[config.mk]
export PLATFORM = sky130hd
export DESIGN_NAME = afe_control
export DESIGN_NICKNAME = d
export VERILOG_FILES = /design/src/afe_pkg.sv /design/src/afe_code_format.sv /design/src/afe_control.sv
export SDC_FILE = /design/constraint.sdc
export NUM_CORES = 1
export LEC_CHECK = 0
export BUFFER_PORTS_ARGS = -buffer_cell sky130_fd_sc_hd__buf_2
export CELL_PAD_IN_SITES_DETAIL_PLACEMENT = 1
export CELL_PAD_IN_SITES_GLOBAL_PLACEMENT = 1
export CORE_MARGIN = 5
export CORE_UTILIZATION = 39
export CTS_CLUSTER_DIAMETER = 100
export CTS_CLUSTER_SIZE = 30
export DETAILED_ROUTE_END_ITERATION = 10
export GPL_TIMING_DRIVEN = 0
export PLACE_DENSITY = 0.86
export SLEW_MARGIN = 20
export SYNTH_ARGS = -nofsm -noshare
export SYNTH_HDL_FRONTEND = slang
export SYNTH_SLANG_ARGS = --single-unit
[constraint.sdc]
create_clock -name clk -period 2.3 [get_ports clk]
set_clock_uncertainty 0.1 [all_clocks]
set_input_delay 0.46 -clock clk [delete_from_list [all_inputs] [get_ports clk]]
set_output_delay 0.46 -clock clk [all_outputs]
set_load 0.01 [all_outputs]
[src/afe_pkg.sv]
// Purpose : Shared constants and types for the front-end control block
// Assumes : 32-bit AXI4-Lite register access, one aligned word per register
// Notes   : Register indices are word indices; byte address = index * 4
`default_nettype none

package afe_pkg;

    // ----------------------------------------------------------------
    // Bus and code widths
    // ----------------------------------------------------------------
    localparam int          AFE_ADDR_W     = 8;
    localparam int          AFE_DATA_W     = 32;
    localparam int          AFE_CODE_W     = 24;
    localparam logic [1:0]  AFE_RESP_OKAY  = 2'h0;
    localparam logic [1:0]  AFE_RESP_SLVERR = 2'h2;
    // ----------------------------------------------------------------
    // Register indices
    // ----------------------------------------------------------------
    localparam logic [5:0]  IDX_ADC_CTRL   = 6'h01;
    localparam logic [5:0]  IDX_RESULT     = 6'h02;
    localparam logic [5:0]  IDX_IO_CTRL    = 6'h03;
    localparam logic [5:0]  IDX_STATUS     = 6'h05;
    localparam logic [5:0]  IDX_SETUP_CFG  = 6'h19;
    // ----------------------------------------------------------------
    // Reset values and writable masks
    // ----------------------------------------------------------------
    localparam logic [31:0] RST_ADC_CTRL   = 32'h0000_0000;
    localparam logic [31:0] RST_IO_CTRL    = 32'h0000_0000;
    localparam logic [31:0] RST_SETUP_CFG  = 32'h0000_0860;
    localparam logic [31:0] MASK_ADC_CTRL  = 32'h0000_1fff;
    localparam logic [31:0] MASK_IO_CTRL   = 32'h00ff_bfff;
    localparam logic [31:0] MASK_SETUP_CFG = 32'h0000_0fff;
    // ----------------------------------------------------------------
    // Field positions
    // ----------------------------------------------------------------
    localparam int          CTRL_REF_ON_BIT = 0;
    localparam int          IO_VAL_LSB     = 20;
    localparam int          IO_OE_LSB      = 16;
    localparam int          IO_SW_BIT      = 15;
    localparam int          IO_MAG_B_LSB   = 11;
    localparam int          IO_MAG_A_LSB   = 8;
    localparam int          IO_PIN_B_LSB   = 4;
    localparam int          IO_PIN_A_LSB   = 0;
    localparam int          CFG_POLAR_BIT  = 11;
    localparam int          CFG_REFSEL_LSB = 3;
    localparam int          CFG_GAIN_LSB   = 0;
    localparam int          STAT_NEW_BIT   = 0;
    // Gain codes: 0 is x1, 1..3 are x2..x8, 4..7 are x16..x128
    localparam logic [2:0]  GAIN_BYPASS_MAX = 3'h0;
    localparam logic [2:0]  GAIN_ONE_MAX    = 3'h3;

    // ----------------------------------------------------------------
    // Types
    // ----------------------------------------------------------------
    typedef enum logic [1:0] {
        AFE_REF_EXT_A    = 2'b00,
        AFE_REF_EXT_B    = 2'b01,
        AFE_REF_INTERNAL = 2'b10,
        AFE_REF_RESERVED = 2'b11
    } afe_ref_e;

    typedef struct packed {
        logic       stage_a_en;      // First amplifier stage in use
        logic       stage_b_en;      // Second amplifier stage in use
        logic [2:0] gain_select;     // Gain is 2**gain_select
        logic       int_ref_power;   // Embedded reference powered
        afe_ref_e   ref_route;       // Reference fed to modulator
        logic       bipolar;         // Offset binary range
        logic [2:0] current_a_magnitude;
        logic [2:0] current_b_magnitude;
        logic [3:0] current_a_pin_select;
        logic [3:0] current_b_pin_select;
        logic       bridge_switch_close;
    } afe_drive_s;

endpackage : afe_pkg

`default_nettype wire

[src/afe_code_format.sv]
// Purpose : Turns a signed scaled sample into a straight or offset binary code
// Assumes : Sample = input * gain / reference * 2**W, signed, same clock
// Notes   : Out-of-range samples saturate to all zeros or all ones
`default_nettype none

module afe_code_format
    import afe_pkg::*;
#(
    parameter int W = AFE_CODE_W
) (
    input  wire logic               clk,          // System clock
    input  wire logic               resetn,       // Sync reset, active low
    input  wire logic               bipolar,      // 1: offset binary
    input  wire logic               sample_valid, // Sample strobe
    input  wire logic signed [W:0]  sample,       // Scaled signed sample
    output logic                    code_valid_ff, // Code strobe
    output logic        [W-1:0]     code_ff       // Formatted code
);

    localparam logic signed [W+1:0] TOP  = (W+2)'((1 << W) - 1);
    localparam logic signed [W+1:0] HALF = (W+2)'(1 << (W-1));

    logic signed [W+1:0] wide;
    logic signed [W+1:0] nxt_code;

    // ----------------------------------------------------------------
    // Scaling and saturation
    // ----------------------------------------------------------------
    always_comb begin
        wide = {sample[W], sample};
        if (bipolar) begin
            nxt_code = (wide >>> 1) + HALF;
        end else begin
            nxt_code = wide;
        end
        if (nxt_code < 0) begin
            nxt_code = '0;
        end else if (nxt_code > TOP) begin
            nxt_code = TOP;
        end
    end

    // Register the code so outputs come from flops
    always_ff @(posedge clk) begin
        if (!resetn) begin
            code_valid_ff <= 1'b0;
            code_ff       <= '0;
        end else begin
            code_valid_ff <= sample_valid;
            if (sample_valid) begin
                code_ff <= nxt_code[W-1:0];
            end
        end
    end

endmodule : afe_code_format

`default_nettype wire

[src/afe_control.sv]
// Purpose : Front-end control register bank and result code formatting
// Assumes : AXI4-Lite slave, 40 MHz clk, synchronous active-low reset
// Notes   : Overview of operation below; analog parts sit outside
//
// Overview of operation
// - Gain is 1 to 128 in powers of two, from the setup gain field.
// - Gain 1 bypasses both stages, 2-8 uses one, above 8 uses both.
// - Control reference-enable bit set powers the embedded reference.
// - Setup reference select routes external A, external B or internal.
// - Setup polarity bit picks unipolar or bipolar input range.
// - Unipolar result is straight binary, zero to all ones.
// - Bipolar result is offset binary, midscale code at zero input.
// - Codes are 24 bits and follow the unipolar and bipolar formulas.
// - Two current sources with independent three-bit magnitude fields.
// - Each source has its own pin select; both may share one pin.
// - Switch control bit closes the bridge switch, clear opens it.
// - Each general output is driven only while its enable bit is set.
// - An enabled general output drives its value bit level.
// - Current sources work whether or not the reference is enabled.
// - I/O control register, 24 bits, reset zero, with fixed field layout.
`default_nettype none

module afe_control
    import afe_pkg::*;
(
    input  wire logic                  clk,              // 40 MHz clock
    input  wire logic                  resetn,           // Sync reset, active low
    // AXI4-Lite write address
    input  wire logic [AFE_ADDR_W-1:0] s_axi_awaddr,     // Write byte address
    input  wire logic                  s_axi_awvalid,    // Address valid
    output logic                       s_axi_awready,    // Address taken
    // AXI4-Lite write data
    input  wire logic [31:0]           s_axi_wdata,      // Write data
    input  wire logic [3:0]            s_axi_wstrb,      // Byte enables
    input  wire logic                  s_axi_wvalid,     // Data valid
    output logic                       s_axi_wready,     // Data taken
    // AXI4-Lite write response
    output logic [1:0]                 s_axi_bresp,      // Write status
    output logic                       s_axi_bvalid,     // Response valid
    input  wire logic                  s_axi_bready,     // Response taken
    // AXI4-Lite read address
    input  wire logic [AFE_ADDR_W-1:0] s_axi_araddr,     // Read byte address
    input  wire logic                  s_axi_arvalid,    // Address valid
    output logic                       s_axi_arready,    // Address taken
    // AXI4-Lite read data
    output logic [31:0]                s_axi_rdata,      // Read data
    output logic [1:0]                 s_axi_rresp,      // Read status
    output logic                       s_axi_rvalid,     // Data valid
    input  wire logic                  s_axi_rready,     // Data taken
    // Conversion sample in, formatted result out
    input  wire logic                  sample_valid,     // Sample strobe
    input  wire logic [AFE_CODE_W:0]   sample_value,     // Signed scaled sample
    output logic                       result_valid,     // Code strobe
    output logic [AFE_CODE_W-1:0]      result_code,      // Formatted code
    // Analog front-end drive
    output afe_drive_s                 afe_drive,        // Gain, reference, currents
    output logic [3:0]                 general_output_pins,    // Output levels
    output logic [3:0]                 general_output_pins_oe, // Output enables
    output logic                       filter_reset      // Restart pulse
);

    // ----------------------------------------------------------------
    // Declarations
    // ----------------------------------------------------------------
    logic                  awready_ff;
    logic                  wready_ff;
    logic                  bvalid_ff;
    logic [1:0]            bresp_ff;
    logic                  arready_ff;
    logic                  rvalid_ff;
    logic [1:0]            rresp_ff;
    logic [31:0]           rdata_ff;
    logic                  aw_held_ff;
    logic                  w_held_ff;
    logic [AFE_ADDR_W-1:0] aw_addr_ff;
    logic [31:0]           w_data_ff;
    logic [3:0]            w_strb_ff;
    logic [31:0]           adc_ctrl_ff;
    logic [31:0]           io_ctrl_ff;
    logic [31:0]           setup_cfg_ff;
    logic                  result_new_ff;
    logic [AFE_CODE_W-1:0] result_hold;
    logic                  code_valid;
    afe_drive_s            drive_ff;
    afe_drive_s            nxt_drive;
    logic [3:0]            gpo_ff;
    logic [3:0]            gpo_oe_ff;
    logic                  filter_reset_ff;
    logic                  wr_fire;
    logic                  rd_fire;
    logic [5:0]            wr_idx;
    logic [5:0]            rd_idx;
    logic                  wr_hit;
    logic                  rd_hit;

    // ----------------------------------------------------------------
    // Helper functions
    // ----------------------------------------------------------------
    // Word index of a byte address; low two bits ignored
    function automatic logic [5:0] reg_index(input logic [AFE_ADDR_W-1:0] addr);
        reg_index = addr[7:2];
    endfunction : reg_index

    // Merge enabled byte lanes, then keep only writable bits
    function automatic logic [31:0] merge_lanes(
        input logic [31:0] old_val,
        input logic [31:0] new_val,
        input logic [3:0]  strb,
        input logic [31:0] mask
    );
        logic [31:0] merged;
        merged = old_val;
        for (int i = 0; i < 4; i++) begin
            if (strb[i]) begin
                merged[i*8 +: 8] = new_val[i*8 +: 8];
            end
        end
        merge_lanes = merged & mask;
    endfunction : merge_lanes

    // ----------------------------------------------------------------
    // Address decode
    // ----------------------------------------------------------------
    assign wr_fire = aw_held_ff && w_held_ff && !bvalid_ff;
    assign rd_fire = s_axi_arvalid && arready_ff;
    assign wr_idx  = reg_index(aw_addr_ff);
    assign rd_idx  = reg_index(s_axi_araddr);
    // Result and status are read-only, so writes to them are refused
    assign wr_hit  = (wr_idx == IDX_ADC_CTRL) || (wr_idx == IDX_IO_CTRL) ||
                     (wr_idx == IDX_SETUP_CFG);
    assign rd_hit  = wr_hit_rd(rd_idx);

    function automatic logic wr_hit_rd(input logic [5:0] idx);
        wr_hit_rd = (idx == IDX_ADC_CTRL) || (idx == IDX_IO_CTRL) ||
                    (idx == IDX_SETUP_CFG) || (idx == IDX_RESULT) ||
                    (idx == IDX_STATUS);
    endfunction : wr_hit_rd

    // ----------------------------------------------------------------
    // Write channel handshake
    // ----------------------------------------------------------------
    // Address and data are caught in either order and held until the
    // response is taken, so only one write is ever in flight.
    always_ff @(posedge clk) begin
        if (!resetn) begin
            awready_ff <= 1'b1;
            aw_held_ff <= 1'b0;
            aw_addr_ff <= '0;
        end else if (s_axi_awvalid && awready_ff) begin
            awready_ff <= 1'b0;
            aw_held_ff <= 1'b1;
            aw_addr_ff <= s_axi_awaddr;
        end else if (bvalid_ff && s_axi_bready) begin
            awready_ff <= 1'b1;
            aw_held_ff <= 1'b0;
        end
    end

    // Data half of the write
    always_ff @(posedge clk) begin
        if (!resetn) begin
            wready_ff <= 1'b1;
            w_held_ff <= 1'b0;
            w_data_ff <= '0;
            w_strb_ff <= '0;
        end else if (s_axi_wvalid && wready_ff) begin
            wready_ff <= 1'b0;
            w_held_ff <= 1'b1;
            w_data_ff <= s_axi_wdata;
            w_strb_ff <= s_axi_wstrb;
        end else if (bvalid_ff && s_axi_bready) begin
            wready_ff <= 1'b1;
            w_held_ff <= 1'b0;
        end
    end

    // Write response, unmapped or read-only targets answer SLVERR
    always_ff @(posedge clk) begin
        if (!resetn) begin
            bvalid_ff <= 1'b0;
            bresp_ff  <= AFE_RESP_OKAY;
        end else if (wr_fire) begin
            bvalid_ff <= 1'b1;
            bresp_ff  <= wr_hit ? AFE_RESP_OKAY : AFE_RESP_SLVERR;
        end else if (s_axi_bready) begin
            bvalid_ff <= 1'b0;
        end
    end

    // ----------------------------------------------------------------
    // Register storage
    // ----------------------------------------------------------------
    // Converter control word: reference enable lives in bit 0
    always_ff @(posedge clk) begin
        if (!resetn) begin
            adc_ctrl_ff <= RST_ADC_CTRL;
        end else if (wr_fire && wr_idx == IDX_ADC_CTRL) begin
            adc_ctrl_ff <= merge_lanes(adc_ctrl_ff, w_data_ff, w_strb_ff, MASK_ADC_CTRL);
        end
    end

    // I/O control word; the mask keeps bit 14 and bits 31:24 at zero
    always_ff @(posedge clk) begin
        if (!resetn) begin
            io_ctrl_ff <= RST_IO_CTRL;
        end else if (wr_fire && wr_idx == IDX_IO_CTRL) begin
            io_ctrl_ff <= merge_lanes(io_ctrl_ff, w_data_ff, w_strb_ff,
                                      MASK_IO_CTRL);
        end
    end

    // Active setup configuration: polarity, reference select, gain
    always_ff @(posedge clk) begin
        if (!resetn) begin
            setup_cfg_ff <= RST_SETUP_CFG;
        end else if (wr_fire && wr_idx == IDX_SETUP_CFG) begin
            setup_cfg_ff <= merge_lanes(setup_cfg_ff, w_data_ff, w_strb_ff, MASK_SETUP_CFG);
        end
    end

    // ----------------------------------------------------------------
    // Filter restart request
    // ----------------------------------------------------------------
    // Any write to the control or setup word restarts the modulator and
    // filter, which is how software settles after a mux change.
    always_ff @(posedge clk) begin
        if (!resetn) begin
            filter_reset_ff <= 1'b0;
        end else begin
            filter_reset_ff <= wr_fire && (wr_idx == IDX_ADC_CTRL ||
                                           wr_idx == IDX_SETUP_CFG);
        end
    end

    // ----------------------------------------------------------------
    // Front-end drive decode
    // ----------------------------------------------------------------
    always_comb begin
        nxt_drive             = '0;
        nxt_drive.gain_select = setup_cfg_ff[CFG_GAIN_LSB +: 3];
        // Stage A covers x2..x8; stage B is added above x8
        nxt_drive.stage_a_en  = nxt_drive.gain_select > GAIN_BYPASS_MAX;
        nxt_drive.stage_b_en  = nxt_drive.gain_select > GAIN_ONE_MAX;
        nxt_drive.int_ref_power = adc_ctrl_ff[CTRL_REF_ON_BIT];
        nxt_drive.ref_route   = afe_ref_e'(setup_cfg_ff[CFG_REFSEL_LSB +: 2]);
        nxt_drive.bipolar     = setup_cfg_ff[CFG_POLAR_BIT];
        // Currents ignore the reference enable entirely
        nxt_drive.current_a_magnitude  = io_ctrl_ff[IO_MAG_A_LSB +: 3];
        nxt_drive.current_b_magnitude  = io_ctrl_ff[IO_MAG_B_LSB +: 3];
        // No arbitration: both sources may name the same pin
        nxt_drive.current_a_pin_select = io_ctrl_ff[IO_PIN_A_LSB +: 4];
        nxt_drive.current_b_pin_select = io_ctrl_ff[IO_PIN_B_LSB +: 4];
        nxt_drive.bridge_switch_close  = io_ctrl_ff[IO_SW_BIT];
    end

    // Drive outputs are registered one cycle behind the register bank
    always_ff @(posedge clk) begin
        if (!resetn) begin
            drive_ff <= '0;
        end else begin
            drive_ff <= nxt_drive;
        end
    end

    // ----------------------------------------------------------------
    // General-purpose outputs
    // ----------------------------------------------------------------
    // Value is forced low while disabled so a tristated pin never shows
    // a stale level if the pad ignores the enable.
    always_ff @(posedge clk) begin
        if (!resetn) begin
            gpo_ff    <= '0;
            gpo_oe_ff <= '0;
        end else begin
            gpo_oe_ff <= io_ctrl_ff[IO_OE_LSB +: 4];
            gpo_ff    <= io_ctrl_ff[IO_VAL_LSB +: 4] & io_ctrl_ff[IO_OE_LSB +: 4];
        end
    end

    // ----------------------------------------------------------------
    // Result formatting
    // ----------------------------------------------------------------
    afe_code_format #(
        .W             (AFE_CODE_W)
    ) u_format (
        .clk           (clk),
        .resetn        (resetn),
        .bipolar       (setup_cfg_ff[CFG_POLAR_BIT]),
        .sample_valid  (sample_valid),
        .sample        (sample_value),
        .code_valid_ff (code_valid),
        .code_ff       (result_hold)
    );

    // New-result flag: a fresh code beats a clearing read in the same cycle
    always_ff @(posedge clk) begin
        if (!resetn) begin
            result_new_ff <= 1'b0;
        end else if (code_valid) begin
            result_new_ff <= 1'b1;
        end else if (rd_fire && rd_idx == IDX_RESULT) begin
            result_new_ff <= 1'b0;
        end
    end

    // ----------------------------------------------------------------
    // Read channel
    // ----------------------------------------------------------------
    // Data is captured at the address handshake and answered next cycle
    always_ff @(posedge clk) begin
        if (!resetn) begin
            arready_ff <= 1'b1;
            rvalid_ff  <= 1'b0;
            rresp_ff   <= AFE_RESP_OKAY;
            rdata_ff   <= '0;
        end else if (rd_fire) begin
            arready_ff <= 1'b0;
            rvalid_ff  <= 1'b1;
            rresp_ff   <= rd_hit ? AFE_RESP_OKAY : AFE_RESP_SLVERR;
            case (rd_idx)
                IDX_ADC_CTRL:  rdata_ff <= adc_ctrl_ff;
                IDX_IO_CTRL:   rdata_ff <= io_ctrl_ff;
                IDX_SETUP_CFG: rdata_ff <= setup_cfg_ff;
                IDX_RESULT:    rdata_ff <= {{(32-AFE_CODE_W){1'b0}}, result_hold};
                IDX_STATUS:    rdata_ff <= {29'h0, drive_ff.stage_b_en,
                                            drive_ff.stage_a_en, result_new_ff};
                default:       rdata_ff <= '0;
            endcase
        end else if (rvalid_ff && s_axi_rready) begin
            arready_ff <= 1'b1;
            rvalid_ff  <= 1'b0;
        end
    end

    // ----------------------------------------------------------------
    // Output assignments
    // ----------------------------------------------------------------
    assign s_axi_awready          = awready_ff;
    assign s_axi_wready           = wready_ff;
    assign s_axi_bvalid           = bvalid_ff;
    assign s_axi_bresp            = bresp_ff;
    assign s_axi_arready          = arready_ff;
    assign s_axi_rvalid           = rvalid_ff;
    assign s_axi_rresp            = rresp_ff;
    assign s_axi_rdata            = rdata_ff;
    assign result_valid           = code_valid;
    assign result_code            = result_hold;
    assign afe_drive              = drive_ff;
    assign general_output_pins    = gpo_ff;
    assign general_output_pins_oe = gpo_oe_ff;
    assign filter_reset           = filter_reset_ff;

endmodule : afe_control

`default_nettype wire

==> metrics.md <==
| Metric | Value |
|---|---|
| Setup CP Type | reg2reg |
| Antenna Cells | 0 |
| LEAKAGE | 3.99 nW |
| Hold_buf cts | 0 |
| Design Area, Final | 8460 µm² |
| Share of the synthesized area in the top cell type | 50.7% |
| Initial antenna violation count | 0 |
| Final-report hold violation count | 0 |
| CTS max path bufs | 2 |
| Period Utilization, post-route | 89.3% |
| Seq/Total Area, Yosys | 50.7% |
| Post-DP HPWL | 16,200 µm |
| Normalized max-slew margin | 46.1% |
| Synth-to-Final Area Change | 24.6% |
| Final non-filler cell total | 1,124 |
| Clk_lat worst skew | 0.43 ns |
| Setup TNS | 0 ns |
| Die H | 142 µm |
| Drc violations | 0 |
| WP buf/inv | 0 |
| Netlist cell types | 37 |
| Horiz. Die Dim | 142 µm |
| CTS root buf | clkbuf_16 |
| Num CTS Buffers | 17 |
| # fillers | 2,046 |
| Initial Utilization | 39.5% |
| Switch Pwr | 1.59 mW |
| Worst slew pin tran | 0.808 ns |
| Internal Pwr Total | 4.88 mW |
| Seq cells post-synth | 172 |
| RSZ-0062 raised after global routing | false |
| Die area | 20,200 µm² |
| Worst stage delay on the critical path | 0.54 ns |
| FF-to-FF setup slack | 0.25 ns |
| First-pass GRT wire length | 33,600 µm |
| Critical path data arrival time | 2.30 ns |
| Crit. End Element | flip-flop |
| Post-CTS Setup Bufs | 0 |
| H-tree Lvls | 4 |
| Switching Fraction | 24.6% |
| Mean Syn Cell Area | 9.68 µm² |
| Yosys top cell by area | dfxtp_1 |
| Core ar. | 17,200 µm² |
| Critical path, cell by cell | nand2_1 -> nor3b_1 -> nand4_1 -> o21ai_0 |
| # IOs | 184 |
| Final Util | 49.3% |
| Initial DRT Pass Iterations | 5 |
| Via count | 5,762 |
| Achievable frequency | 487 MHz |
| Number of global-route vias before repair | 6,065 |
| CP Launch Type | flip-flop |
| Synth warn | 0 |
| Prevailing post-synth register cell | dfxtp_1 |
| GRT Util Overall | 21.3% |
| Hold WS | 0.177 ns |
| Core Rows | 48 |
| Share of layout cells above drive strength 1 | 25.1% |
| Worst setup margin | 0.247 ns |
| Worst reg2reg path depth | 4 |
| CP Max Fanout | 10 |
| DR iter-0 viols | 285 |
| Hold Crit Depth | 3 |
| Placed Cells | 1,092 |
| Commonest non-fill, non-tap cells in the layout | 172 x dfxtp_1, 165 x buf_2, 134 x nand2_1 |
| Post-synthesis cell count | 702 |
| Maxcap violations | 0 |
| Mapped Area | 6790 µm² |
| Reg clk slew, reported paths | 0.07 ns |
| CTS tree | yes |
| Hold Crit Class | in2reg |
| Top delay family on crit path | simple AND/OR/NAND/NOR gates |
| Remaining antenna violation count | 0 |
| Worst EP required | 2.54 ns |
| Placer Congestion | 0.852 |
| Global route overflow | 0 |
| Pwr Total | 6.47 mW |
| Most common cell after layout, fill and taps aside | dfxtp_1 |
| Reg2Reg Launch Point | s_axi_arready$_SDFFE_PN1P_ |
| Sinks on Clock Net | 172 |
| Routed WL | 21,300 µm |
| Max stage delay cell, worst path | nand4_1 |
| Routed WL per cell | 19.0 µm |
| # resized after CTS | 0 |
| Slew Viols, Final | 0 |
| Dpl ws | 0.0918 ns |
| Pwr/cell area | 765 nW/µm² |
| Placed cell areas | 7890 µm² |
| Post-layout min period | 2.05 ns |
| Synth top area cells | dfxtp_1 51%, mux2i_1 7.8%, nand2_1 7.4% |
| Ys async rst share | 0% |
| Logic pwr share | 7.8% |
| Hold path start | s_axi_awaddr[2] |
| Final Setup Violations | 0 |
| Hold path endpoint | aw_addr_ff[2]$_SDFFE_PN0P_ |
| Port-buffer cells | 156 |
| Vias per std cell | 5.13 |
| Max VDD drop | 0.568 mV |
| Reg2reg end | s_axi_rdata[20]$_SDFFE_PN0P_ |
| Flop pwr share | 48.5% |
| Status | complete, no violations |
| Layout net count | 971 |
| Clock share of power | 43.7% |
| Largest net degree at the start of global routing | 17 |
| EDFF count, synth | 0 |
-- final cells by class --
type	count	area [µm²]	area share, %
Multi-Input combinational cell	482	3120	36.8
Timing Repair Buffer	156	781	9.22
Inverter	1	3.75	0.0443
Tap cell	225	282	3.33
Buffer	56	263	3.10
Clock buffer	19	433	5.11
Sequential cell	172	3440	40.7
Clock inverter	13	143	1.69
-- worst max-delay path by stage --
stage / startpoint / end / slack (ns) / cells after the start
after global routing: s_axi_arready$_SDFFE_PN1P_ / s_axi_rdata[22]$_SDFFE_PN0P_ / 0.02 / 4
after global placement: s_axi_araddr[3] / s_axi_rdata[22]$_SDFFE_PN0P_ / 0.20 / 5
after floorplan: s_axi_araddr[3] / s_axi_rdata[7]$_SDFFE_PN0P_ / 0.55 / 6
after detailed placement: s_axi_arvalid / s_axi_rdata[20]$_SDFFE_PN0P_ / 0.09 / 5
final: s_axi_arready$_SDFFE_PN1P_ / s_axi_rdata[20]$_SDFFE_PN0P_ / 0.25 / 4
after CTS: s_axi_arready$_SDFFE_PN1P_ / s_axi_rdata[20]$_SDFFE_PN0P_ / 0.24 / 4
-- power groups by stage --
stage / Sequential (mW) / Clock (mW) / Combinational (mW)
floorplan: 3.20 / 0 / 0.272
global placement: 3.20 / 0 / 0.488
detailed placement: 3.21 / 0 / 0.502
CTS: 3.14 / 2.86 / 0.506
global route: 3.15 / 2.99 / 0.555
finish: 3.14 / 2.83 / 0.503
-- cells in the mapped netlist, types with 9 or more instances --
cell type / number
buf_4: 11
mux2_2: 13
nor2b_1: 41
dfxtp_1: 172
buf_2: 9
a22oi_1: 32
and2_1: 34
clkbuf_1: 34
o21ai_0: 38
a21boi_0: 37
nand2_1: 134
mux2i_1: 53
a22o_1: 10
o211a_1: 24
-- metal layers --
layer | track usage (%) | part of all wire (%)
met5 | 0 | 0
met4 | 5.81 | 1.6
met3 | 4.70 | 5.8
met2 | 37.2 | 49
met1 | 26.8 | 44
-- flip-flops by register name, summed over array words and instances, names as in the netlist, 3 cells and up --
signal / flops
afe_drive: 24
s_axi_rdata: 24
u_format.code_ff: 24
io_ctrl_ff: 23
w_data_ff: 23
adc_ctrl_ff: 13
setup_cfg_ff: 12
aw_addr_ff: 6
general_output_pins: 4
general_output_pins_oe: 4
w_strb_ff: 3
-- logic make-up after synthesis --
family,synth area share [%]
other,0.0552
muxes,9.97
DFF,50.7
buffers and inverters,3.92
AOI/OAI and AO/OA,16.8
and+or+nand+nor,18.6
-- worst register-to-register path: stages, from the launching register on --
cell and delay [ns]:
dfxtp_1 0.37, nand2_1 0.24, nor3b_1 0.37, nand4_1 0.54
o21ai_0 0.36
No activity file was read; power rests on OpenSTA's default activity.
